<file path="src/rtl/bidirectional_counter_consts.svh">
// Constants for the eight-digit up/down event counter
`ifndef BIDIRECTIONAL_COUNTER_CONSTS_SVH
`define BIDIRECTIONAL_COUNTER_CONSTS_SVH

`define BDC_DIGITS        8
`define BDC_WORD_W        16
`define BDC_VALUE_W       32
`define BDC_CNUM_W        9
`define BDC_ADDR_W        16
// Current-value block base, octal 1000 in word addressing
`define BDC_VALUE_BASE    16'h0200
`define BDC_HI_WORD_OFS   16'h0001
`define BDC_SLOTS_USED    9'h002
`define BDC_ZERO_VALUE    32'h0000_0000
`define BDC_MAX_VALUE     32'h9999_9999
`define BDC_DIGIT_ZERO    4'h0
`define BDC_DIGIT_NINE    4'h9
`define BDC_DIGIT_ONE     4'h1
`define BDC_PRESET_CONST  1'b0
`define BDC_PRESET_MEM    1'b1

`endif

</file>
<file path="src/rtl/bidirectional_counter_pkg.sv">
// Types shared by the up/down counter modules
package bidirectional_counter_pkg;
	typedef logic [31:0] bcd_value_t;
	typedef logic [15:0] mem_word_t;
	typedef logic [15:0] mem_addr_t;
	typedef logic [8:0]  counter_num_t;
	typedef enum logic [1:0] {
		STEP_HOLD = 2'b00,
		STEP_UP   = 2'b01,
		STEP_DOWN = 2'b11
	} step_t;
endpackage : bidirectional_counter_pkg

</file>
<file path="src/rtl/bcd_step_if.sv">
// Carrier between the counter control and its decimal stepper
`timescale 1ns/100ps
interface bcd_step_if;
	import bidirectional_counter_pkg::*;
	bcd_value_t value;
	step_t      step;
	bcd_value_t next_value;
	modport ctrl (output value, output step, input next_value);
	modport core (input value, input step, output next_value);
endinterface : bcd_step_if

</file>
<file path="src/rtl/bcd_stepper.sv">
// Combinational eight-digit decimal increment/decrement with saturation
`timescale 1ns/100ps
`include "bidirectional_counter_consts.svh"
module bcd_stepper #(
	parameter int DIGITS = `BDC_DIGITS
) (
	bcd_step_if.core step_if
);
	import bidirectional_counter_pkg::*;

	logic [DIGITS:0] all_nine;
	logic [DIGITS:0] all_zero;
	bcd_value_t      stepped;

	assign all_nine[0] = 1'b1;
	assign all_zero[0] = 1'b1;

	// Digit i moves only when every lower digit rolls over
	for (genvar i = 0; i < DIGITS; i++) begin : g_digit
		logic [3:0] d;
		logic [3:0] s;
		assign d = step_if.value[4*i +: 4];
		assign stepped[4*i +: 4] = s;
		assign all_nine[i+1] = all_nine[i] & (d == `BDC_DIGIT_NINE);
		assign all_zero[i+1] = all_zero[i] & (d == `BDC_DIGIT_ZERO);
		// One process per digit slice keeps a single driver on each bit
		always_comb begin
			s = d;
			if (step_if.step == STEP_UP && all_nine[i]) begin
				s = (d == `BDC_DIGIT_NINE) ? `BDC_DIGIT_ZERO
					: 4'(d + `BDC_DIGIT_ONE);
			end else if (step_if.step == STEP_DOWN && all_zero[i]) begin
				s = (d == `BDC_DIGIT_ZERO) ? `BDC_DIGIT_NINE
					: 4'(d - `BDC_DIGIT_ONE);
			end
		end
	end

	// Saturate instead of wrapping at either end of the range
	always_comb begin
		step_if.next_value = stepped;
		if (step_if.step == STEP_UP && all_nine[DIGITS]) begin
			step_if.next_value = step_if.value;
		end else if (step_if.step == STEP_DOWN && all_zero[DIGITS]) begin
			step_if.next_value = step_if.value;
		end
	end
endmodule : bcd_stepper

</file>
<file path="src/rtl/bidirectional_counter.sv">
// Eight-digit decimal up/down event counter with preset compare
// Behaviour
// - A rising edge on the up input adds one while the down input is off.
// - A rising edge on the down input subtracts one while the up input is off.
// - While the clear input is high the value is forced to zero above both count inputs.
// - The value spans zero to 99999999 as eight decimal digits.
// - The status output is high exactly when the value is at or above the preset.
// - The preset is an eight-digit constant or a double word of two 16-bit words.
// - The value is stored as two 16-bit words starting at counter number plus 1000.
// - One instance takes two counter slots, so the next free number is plus two.
// - On clear, the status output becomes preset-equals-zero in the same cycle the value goes to zero.
// - Comparisons against the value fall to not-met once the counter is cleared, except with a zero preset.
`timescale 1ns/100ps
`include "bidirectional_counter_consts.svh"
module bidirectional_counter #(
	parameter int DIGITS = `BDC_DIGITS
) (
	input  wire  logic                                   mclk_i,
	input  wire  logic                                   reset_n_i,
	input  wire  logic                                   count_up_i,
	input  wire  logic                                   count_down_i,
	input  wire  logic                                   clear_i,
	input  wire  logic                                   preset_src_i,
	input  wire  bidirectional_counter_pkg::bcd_value_t  preset_const_i,
	input  wire  bidirectional_counter_pkg::mem_word_t   preset_mem_lo_i,
	input  wire  bidirectional_counter_pkg::mem_word_t   preset_mem_hi_i,
	input  wire  bidirectional_counter_pkg::counter_num_t counter_number_i,
	output logic                                         status_o,
	output bidirectional_counter_pkg::bcd_value_t        value_o,
	output logic                                         value_we_o,
	output bidirectional_counter_pkg::mem_addr_t         value_addr_lo_o,
	output bidirectional_counter_pkg::mem_addr_t         value_addr_hi_o,
	output bidirectional_counter_pkg::mem_word_t         value_lo_o,
	output bidirectional_counter_pkg::mem_word_t         value_hi_o,
	output bidirectional_counter_pkg::counter_num_t      next_counter_o
);
	import bidirectional_counter_pkg::*;

	////////////////////////////////////////////////////////////////////////////////
	// Edge detection

	logic       up_prev_q;
	logic       down_prev_q;
	logic       up_edge;
	logic       down_edge;
	step_t      step;

	always_ff @(posedge mclk_i) begin
		if (!reset_n_i) begin
			up_prev_q   <= 1'b0;
			down_prev_q <= 1'b0;
		end else begin
			up_prev_q   <= count_up_i;
			down_prev_q <= count_down_i;
		end
	end

	assign up_edge   = count_up_i & ~up_prev_q;
	assign down_edge = count_down_i & ~down_prev_q;

	// Both inputs high means the program broke the one-input-at-a-time contract
	always_comb begin
		step = STEP_HOLD;
		if (up_edge && !count_down_i) begin
			step = STEP_UP;
		end else if (down_edge && !count_up_i) begin
			step = STEP_DOWN;
		end
	end

	////////////////////////////////////////////////////////////////////////////////
	// Count value

	bcd_step_if step_bus ();
	bcd_value_t value_q;
	bcd_value_t value_d;

	assign step_bus.value = value_q;
	assign step_bus.step  = step;

	bcd_stepper #(
		.DIGITS (DIGITS)
	) u_stepper (
		.step_if (step_bus)
	);

	always_comb begin
		value_d = step_bus.next_value;
		if (clear_i) begin
			value_d = `BDC_ZERO_VALUE;
		end
	end

	always_ff @(posedge mclk_i) begin
		if (!reset_n_i) begin
			value_q <= `BDC_ZERO_VALUE;
		end else begin
			value_q <= value_d;
		end
	end

	assign value_o = value_q;

	////////////////////////////////////////////////////////////////////////////////
	// Preset compare

	bcd_value_t preset;
	logic       status_q;

	always_comb begin
		preset = preset_const_i;
		if (preset_src_i == `BDC_PRESET_MEM) begin
			preset = {preset_mem_hi_i, preset_mem_lo_i};
		end
	end

	// Packed decimal digits order the same as binary, so a plain compare works.
	// Compared against the next value so status and value change together.
	always_ff @(posedge mclk_i) begin
		if (!reset_n_i) begin
			status_q <= 1'b0;
		end else if (clear_i) begin
			status_q <= (preset == `BDC_ZERO_VALUE);
		end else begin
			status_q <= (value_d >= preset);
		end
	end

	assign status_o = status_q;

	////////////////////////////////////////////////////////////////////////////////
	// Double-word store of the value

	logic      we_q;
	mem_addr_t addr_lo_q;
	mem_addr_t addr_hi_q;
	counter_num_t next_num_q;

	// Address follows counter number by one cycle; store strobes only on a change
	always_ff @(posedge mclk_i) begin
		if (!reset_n_i) begin
			we_q       <= 1'b0;
			addr_lo_q  <= `BDC_VALUE_BASE;
			addr_hi_q  <= `BDC_VALUE_BASE + `BDC_HI_WORD_OFS;
			next_num_q <= `BDC_SLOTS_USED;
		end else begin
			we_q       <= (value_d != value_q);
			addr_lo_q  <= `BDC_VALUE_BASE + mem_addr_t'(counter_number_i);
			addr_hi_q  <= `BDC_VALUE_BASE + mem_addr_t'(counter_number_i)
				+ `BDC_HI_WORD_OFS;
			next_num_q <= counter_number_i + `BDC_SLOTS_USED;
		end
	end

	assign value_we_o      = we_q;
	assign value_addr_lo_o = addr_lo_q;
	assign value_addr_hi_o = addr_hi_q;
	assign value_lo_o      = value_q[15:0];
	assign value_hi_o      = value_q[31:16];
	assign next_counter_o  = next_num_q;
endmodule : bidirectional_counter

</file>
<file path="config.mk">
export PLATFORM = sky130hd
export DESIGN_NAME = bidirectional_counter
export DESIGN_NICKNAME = d
export VERILOG_FILES = /design/src/rtl/bidirectional_counter_pkg.sv /design/src/rtl/bcd_step_if.sv /design/src/rtl/bcd_stepper.sv /design/src/rtl/bidirectional_counter.sv
export VERILOG_INCLUDE_DIRS = /design/src /design/src/rtl
export SDC_FILE = /design/constraint.sdc
export NUM_CORES = 1
export LEC_CHECK = 0
export ABC_AREA = 0
export BUFFER_PORTS_ARGS = -buffer_cell sky130_fd_sc_hd__buf_2
export CAP_MARGIN = 30
export CORE_MARGIN = 2
export CORE_UTILIZATION = 30
export CTS_BUF_LIST = sky130_fd_sc_hd__clkbuf_4
export CTS_CLUSTER_SIZE = 24
export DETAILED_ROUTE_END_ITERATION = 10
export SYNTH_ARGS = -nofsm -noshare
export SYNTH_HDL_FRONTEND = slang
export SYNTH_SLANG_ARGS = --single-unit
</file>
<file path="constraint.sdc">
create_clock -name mclk_i -period 4.58 [get_ports mclk_i]
set_clock_uncertainty 0.15 [all_clocks]
set_input_delay 1.374 -clock mclk_i [delete_from_list [all_inputs] [get_ports mclk_i]]
set_output_delay 1.374 -clock mclk_i [all_outputs]
set_load 0.02 [all_outputs]
</file>
==> results.tsv, run 1 <==
metric	value	unit
result of the run	complete, no violations	
Syn Area/Cell	7.71	sq um
maximum fanout count along the critical path	8	
half-perimeter wire length of the detailed placement result	21.7	mm
hold path cells	2	
number of synthesized flops with an enable pin	0	
number of primary I/O pins	186	
first-pass iteration count of the detailed router	6	
synthesized flop and latch total	64	
share of the yosys chip area belonging to registers	0.197	
Final Wtd Congestion	0.986	
complex-gate fraction of the synthesized area	0.203	
pin count of the biggest net entering global routing	31	
vias post-DR	7495	
end of the worst hold path	value_o[29]	
number of max-slew violations in the final report	0	
overall fraction of global-route tracks in use	0.233	
Async SR Flop Fraction	0	
detail-routed net length per standard cell	19.8	microns
number of buffers inserted by post-CTS setup repair	0	
timing-limited maximum frequency	224	MHz
post-route minimum period	4.47	ns
via density per instance	5.52	
overall power of the completed layout	1710	uW
global route total overflow	0	
adder-cell share of the synthesized area	0.112	
startpoint of the lowest-slack register-to-register path	value_o[25]	
Worst setup SP type	primary input	
largest family of logic cells by synthesized area	simple AND/OR/NAND/NOR gates	
I/O Buffers	173	
Most used DFF post-synth	sky130_fd_sc_hd__dfxtp_1	
TritonCTS clock tree	done	
Cells after Synth	843	
Reg clk slew, reported paths	0.13	ns
startpoint of the worst setup timing path	count_up_i	
drc violations	0	
number of inserted filler cells in the final layout	2227	
setup total negative slack	0	ns
remaining antenna violation count after routing	0	
leakage power	0.00404	uW
worst IR drop on VDD	99.2	uV
CTS HTree Levels	3	
worst hold path type	flip-flop to flip-flop	
cell chosen for the clock root	sky130_fd_sc_hd__clkbuf_4	
worst path arrival time	4.66	ns
Die ar.	0.0229	sq mm
multiplexer share of the synthesized area	0.0525	
worst-case reg-to-reg path depth	17	
horizontal die dimension	151	microns
endpoint of the worst register-to-register path	status_o	
R2R setup slack	0.23	ns
number of CTS-inserted buffers	9	
Critical Setup Path Class	primary input to flip-flop	
count of routing violations after the opening detailed-route iteration	835	
floorplan core area	0.0212	sq mm
final setup violation count	0	
worst-margin pin slew	0.698	ns
maximum clock insertion buffer count	2	
global-route wire length before repair	40.2	mm
Die H	151	microns
Worst Hold Launch	value_o[29]	
share of the clock period used by the worst path	0.976	
Detailed Route WL	26.9	mm
standard-cell row count	53	
xor and xnor area share after synthesis	0.0215	
Synth Cell Area	0.00650	sq mm
Req. time, crit path	4.77	ns
number of global-route vias before repair	6917	
worst relative slew slack	0.528	
NumNets Final	1213	
fraction of the mapped netlist area in simple logic gates	0.295	
sink count of the clock tree	64	
fraction of final layout cells sized beyond drive strength 1	0.332	
final-report hold violation count	0	
maxcap violations	0	
layout-stage area growth over the synthesis result	27.9	%
number of antenna violations at the first check in global routing	1	
Worst setup EP type	flip-flop	
yosys warns	0	
P per Cell Area	206	mW/mm^2
synth unique cells	87	
Initial Utilization	0.307	
clk_lat worst skew	0.48	ns
-- metrics by stage --
| step | utilization | cells | hold slack [ns] | setup WS (ns) | cell area, sq um |
|---|---|---|---|---|---|
| floorplan | - | 853 | 0.532 | 0.00723 | 6540 |
| global placement | 0.383 | 1340 | 0.493 | -0.485 | 8110 |
| detailed placement | 0.383 | 1340 | 0.490 | -0.479 | 8110 |
| CTS | 0.391 | 1356 | 0.509 | 0.0144 | 8280 |
| global route | 0.393 | 1357 | 0.579 | -0.0000573 | 8320 |
| finish | 0.393 | 1357 | 0.510 | 0.110 | 8320 |
-- synthesized netlist by cell type, types with 8 or more instances --
cell / instances / area, sq um
sky130_fd_sc_hd__a21o_1: 16 / 120
sky130_fd_sc_hd__a31oi_1: 9 / 56.3
sky130_fd_sc_hd__buf_2: 11 / 55.1
sky130_fd_sc_hd__nor2_1: 77 / 289
sky130_fd_sc_hd__a211oi_1: 8 / 60.1
sky130_fd_sc_hd__dfxtp_1: 64 / 1280
sky130_fd_sc_hd__mux2i_1: 33 / 330
sky130_fd_sc_hd__nand4_1: 33 / 206
sky130_fd_sc_hd__a21oi_1: 53 / 265
sky130_fd_sc_hd__nand3_1: 27 / 135
sky130_fd_sc_hd__and2_1: 28 / 175
sky130_fd_sc_hd__nand2_1: 57 / 214
sky130_fd_sc_hd__ha_1: 58 / 726
sky130_fd_sc_hd__or3_1: 9 / 56.3
sky130_fd_sc_hd__clkbuf_1: 22 / 82.6
sky130_fd_sc_hd__buf_4: 45 / 338
sky130_fd_sc_hd__xnor2_1: 9 / 78.8
sky130_fd_sc_hd__o21ai_0: 41 / 205
sky130_fd_sc_hd__nor3_1: 29 / 145
sky130_fd_sc_hd__inv_1: 31 / 116
sky130_fd_sc_hd__nor4_1: 23 / 144
-- routing by layer --
| metal | vias to the layer above | part of all wire | wire length (microns) | GRT usage |
|---|---|---|---|---|
| met1 | 3491 | 0.44 | 11900 | 0.329 |
| met4 | 0 | 0.023 | 625 | 0.0706 |
| li1 | 3526 | - | - | - |
| met5 | - | 0 | 0 | 0 |
| met2 | 431 | 0.44 | 11900 | 0.360 |
| met3 | 47 | 0.095 | 2550 | 0.0425 |
-- layout make-up --
type,count,area [sq um],area share
Multi-Input combinational cell,664,4530,0.544
Timing Repair Buffer,306,1880,0.226
Sequential cell,64,1280,0.154
Tap cell,275,344,0.0414
Inverter,31,116,0.0140
Clock inverter,7,103,0.0123
Clock buffer,9,67.6,0.00812
Antenna cell,1,2.50,0.000301
-- sequential cells by signal (all words and copies together), names as in the netlist --
signal and flops:
value_addr_hi_o 11, value_we_o 1, status_o 1, next_counter_o 9
value_addr_lo_o 8, up_prev_q 1, down_prev_q 1, value_o 32
-- worst max path at each step --
stage               end  slack, ns  depth (start not counted)
6_report       status_o       0.11                         19
5_1_grt        status_o   -0.00006                         19
4_1_cts        status_o       0.01                         19
3_5_place_dp   status_o      -0.48                         13
3_3_place_gp   status_o      -0.48                         19
2_1_floorplan  status_o      0.007                         15
-- worst max-delay path, cell delays in order --
cell and delay (ns):
sky130_fd_sc_hd__buf_2 0.13, sky130_fd_sc_hd__nor3b_4 0.19, sky130_fd_sc_hd__buf_4 0.19, sky130_fd_sc_hd__nand2_1 0.11, sky130_fd_sc_hd__nor4_2 0.48, sky130_fd_sc_hd__a31oi_1 0.20
sky130_fd_sc_hd__a31oi_1 0.19, sky130_fd_sc_hd__o21ai_0 0.10, sky130_fd_sc_hd__buf_4 0.15, sky130_fd_sc_hd__ha_1 0.25, sky130_fd_sc_hd__nand2b_1 0.14, sky130_fd_sc_hd__a21o_1 0.17
sky130_fd_sc_hd__a21o_1 0.16, sky130_fd_sc_hd__a21o_1 0.17, sky130_fd_sc_hd__a21o_1 0.17, sky130_fd_sc_hd__a21oi_1 0.13, sky130_fd_sc_hd__o21ai_0 0.12, sky130_fd_sc_hd__o2111ai_1 0.12
sky130_fd_sc_hd__a221oi_1 0.10
-- repair_timing --
action / CTS / global route
setup endpoints to repair: 0 / 1
hold buffers: 0 / 0
resized for setup: 0 / 7
endpoints found under the hold margin: 0 / 0
-- power breakdown --
part           switching (uW)  internal [uW]
Combinational             361            248
Clock                     279            228
Sequential               17.8            580
Total                     658           1060
-- logic make-up after synthesis --
logic type,after synthesis
adders and majority gates,58
buffers and inverters,125
muxes,34
other,2
xor gates and xnor gates,16
and+or+nand+nor,345
DFF,64
AOI/OAI and AO/OA,199
-- cell usage in the layout (no fill, tap or decap), drive strengths merged, types with 16 or more instances in the layout --
cell type  instances
nand3             29
nor2              77
a21o              16
and2              28
inv               33
dfxtp             64
ha                58
o21ai             44
nor4              25
nor3              30
mux2i             33
nand4             35
buf              306
a21oi             55
nand2             58
(Power assumes the default switching activity.)
==> inputs of run 2 (changes only) <==
- PLACE_DENSITY: default -> 0.54
==> run 2 against run 1 <==
Via count down 1.3%. Hold slack improved by 0.069 ns. Maximum frequency is 1.2% higher. Final cell count is 0.52% higher. First-iteration DRC count fell by 25%. Non-clock buffer count increased by 6. Routed wire length is 1.6% higher. Combinational power up 3%. Largest power group unchanged.
==> results.tsv, run 2 (synthesis results as in run 1) <==
metric	value	unit	change
layout-stage area growth over the synthesis result	29.8	%	was 27.9%
pin count of the biggest net entering global routing	38		was 31
leakage power	0.00407	uW	was 0.00404 uW
TritonCTS clock tree	done		unchanged
Die ar.	0.0229	sq mm	unchanged
number of inserted filler cells in the final layout	2291		was 2,227
Final Core Density	0.399		was 0.393
maxcap violations	0		unchanged
Detailed Route WL	27.4	mm	was 26.9 mm
number of primary I/O pins	186		unchanged
detail-routed net length per standard cell	20.1	microns	was 19.8 microns
Critical Setup Path Class	primary input to flip-flop		unchanged
first-pass iteration count of the detailed router	5		was 6
fraction of final layout cells sized beyond drive strength 1	0.340		was 0.332
via density per instance	5.42		was 5.52
remaining antenna violation count after routing	0		unchanged
Reg clk slew, reported paths	0.13	ns	about the same
timing-limited maximum frequency	226	MHz	was 224 MHz
Initial Utilization	0.307		unchanged
NumNets Final	1219		was 1,213
count of routing violations after the opening detailed-route iteration	626		was 835
floorplan core area	0.0212	sq mm	unchanged
global route total overflow	0		unchanged
setup repair after global routing missed its margin	no		
Req. time, crit path	4.82	ns	was 4.77 ns
overall fraction of global-route tracks in use	0.237		was 0.233
vias post-DR	7394		was 7,495
overall power of the completed layout	1730	uW	was 1710 uW
cell chosen for the clock root	sky130_fd_sc_hd__clkbuf_4		unchanged
total instance count after detailed placement	1344		was 1,340
flip-flop count of the largest register, all copies and words added	32		unchanged
worst IR drop on VDD	104	uV	was 99.2 uV
clk_lat worst skew	0.48	ns	about the same
worst slack after detailed placement	-0.385	ns	was -0.479 ns
drc violations	0		unchanged
CTS HTree Levels	3		unchanged
number of antenna violations at the first check in global routing	2		was 1
leading cell types in the layout, fill and taps excluded	sky130_fd_sc_hd__buf_2 (173), sky130_fd_sc_hd__buf_4 (136), sky130_fd_sc_hd__nor2_1 (75)		was sky130_fd_sc_hd__buf_2 (173), sky130_fd_sc_hd__buf_4 (132), sky130_fd_sc_hd__nor2_1 (76)
horizontal die dimension	151	microns	unchanged
maximum fanout count along the critical path	10		was 8
slack of the critical path	0.162	ns	was 0.110 ns
final-report hold violation count	0		unchanged
number of max-slew violations in the final report	0		unchanged
worst relative slew slack	0.338		was 0.528
number of global-route vias before repair	6764		was 6,917
Worst setup EP type	flip-flop		unchanged
number of CTS-inserted buffers	9		unchanged
Final Wtd Congestion	0.974		was 0.986
worst-margin pin slew	0.992	ns	was 0.698 ns
result of the run	complete, no violations		unchanged
half-perimeter wire length of the detailed placement result	21.7	mm	about the same
standard-cell row count	53		unchanged
maximum clock insertion buffer count	2		unchanged
sink count of the clock tree	64		unchanged
most common cell after layout, fill and taps aside	sky130_fd_sc_hd__buf_2		unchanged
post-route minimum period	4.42	ns	was 4.47 ns
Reg area	0.00128	sq mm	unchanged
I/O Buffers	173		unchanged
worst path arrival time	4.65	ns	was 4.66 ns
global-route wire length before repair	40.4	mm	was 40.2 mm
final setup violation count	0		unchanged
Layout Cells excl Fill	1364		was 1,357
Die H	151	microns	unchanged
worst hold path type	flip-flop to flip-flop		unchanged
Worst setup SP type	primary input		unchanged
P per Cell Area	205	mW/mm^2	was 206 mW/mm^2
share of the clock period used by the worst path	0.965		was 0.976
footprint of the multi-input gates	0.00459	sq mm	was 0.00453 sq mm
[run 2: changes by cell type in the layout (fill, tap and decap cells not counted), moves of 2 or more]
cell / before / now
sky130_fd_sc_hd__nor4_4: 1 / 3
sky130_fd_sc_hd__o21ai_1: 2 / 6
sky130_fd_sc_hd__o21ai_0: 41 / 37
sky130_fd_sc_hd__clkinv_4: 2 / 4
sky130_fd_sc_hd__buf_4: 132 / 136
sky130_fd_sc_hd__nor4_1: 21 / 19
[run 2: area by class of cell]
class	count	share of cell area
diodes	2	0.000593
clock buffers	9	0.00800
clock inverters	7	0.0123
inverters	31	0.0138
multi-input cells	664	0.543
flip-flops and latches	64	0.152
well taps	275	0.0408
repair buffers	312	0.230
[run 2: worst max-delay path: stages]
cell	delay, ns
sky130_fd_sc_hd__buf_2	0.13
sky130_fd_sc_hd__or3b_1	0.50
sky130_fd_sc_hd__nor3_4	0.24
sky130_fd_sc_hd__buf_4	0.24
sky130_fd_sc_hd__nand2_1	0.15
sky130_fd_sc_hd__nand2_1	0.11
sky130_fd_sc_hd__o2111ai_1	0.13
sky130_fd_sc_hd__a21oi_1	0.49
sky130_fd_sc_hd__ha_1	0.21
sky130_fd_sc_hd__nand4_1	0.10
sky130_fd_sc_hd__or2_2	0.31
sky130_fd_sc_hd__o221ai_2	0.19
sky130_fd_sc_hd__nand2_1	0.07
sky130_fd_sc_hd__and4b_1	0.20
sky130_fd_sc_hd__a221oi_2	0.21
[run 2: per-stage QoR]
step / setup TNS [ns] / hold WS [ns] / cell area (sq um)
CTS: 0 / 0.573 / 8330
global route: 0 / 0.659 / 8440
detailed placement: -0.385 / 0.551 / 8150
global placement: -0.327 / 0.543 / 8150
finish: 0 / 0.579 / 8440
floorplan: 0 / 0.532 / 6540
[run 2: worst paths after layout]
check	start	to	slack, ns	cells after the start
setup / recovery	count_up_i	status_o	0.16	15
hold / removal	value_o[4]	value_o[4]	0.58	3
setup reg to reg	value_o[25]	status_o	0.28	19
hold reg to reg	value_o[4]	value_o[4]	0.58	3
[run 2: where the power goes]
part	internal [uW]	switching (uW)	total, uW
Clock	227	278	504
Combinational	255	371	626
Sequential	580	16.5	597
[run 2: repair_timing]
action	in CTS	in global routing
setup endpoints to repair	0	1
buffers inserted	0	2
gates resized for setup	0	21
hold buffers	0	0
[run 2: layer usage]
layer | GRT usage | up-vias | wire [microns]
li1 | - | 3539 | -
met2 | 0.360 | 391 | 12100
met1 | 0.328 | 3420 | 12000
met5 | 0 | - | 0
met4 | 0.0780 | 0 | 707
met3 | 0.0548 | 44 | 2620
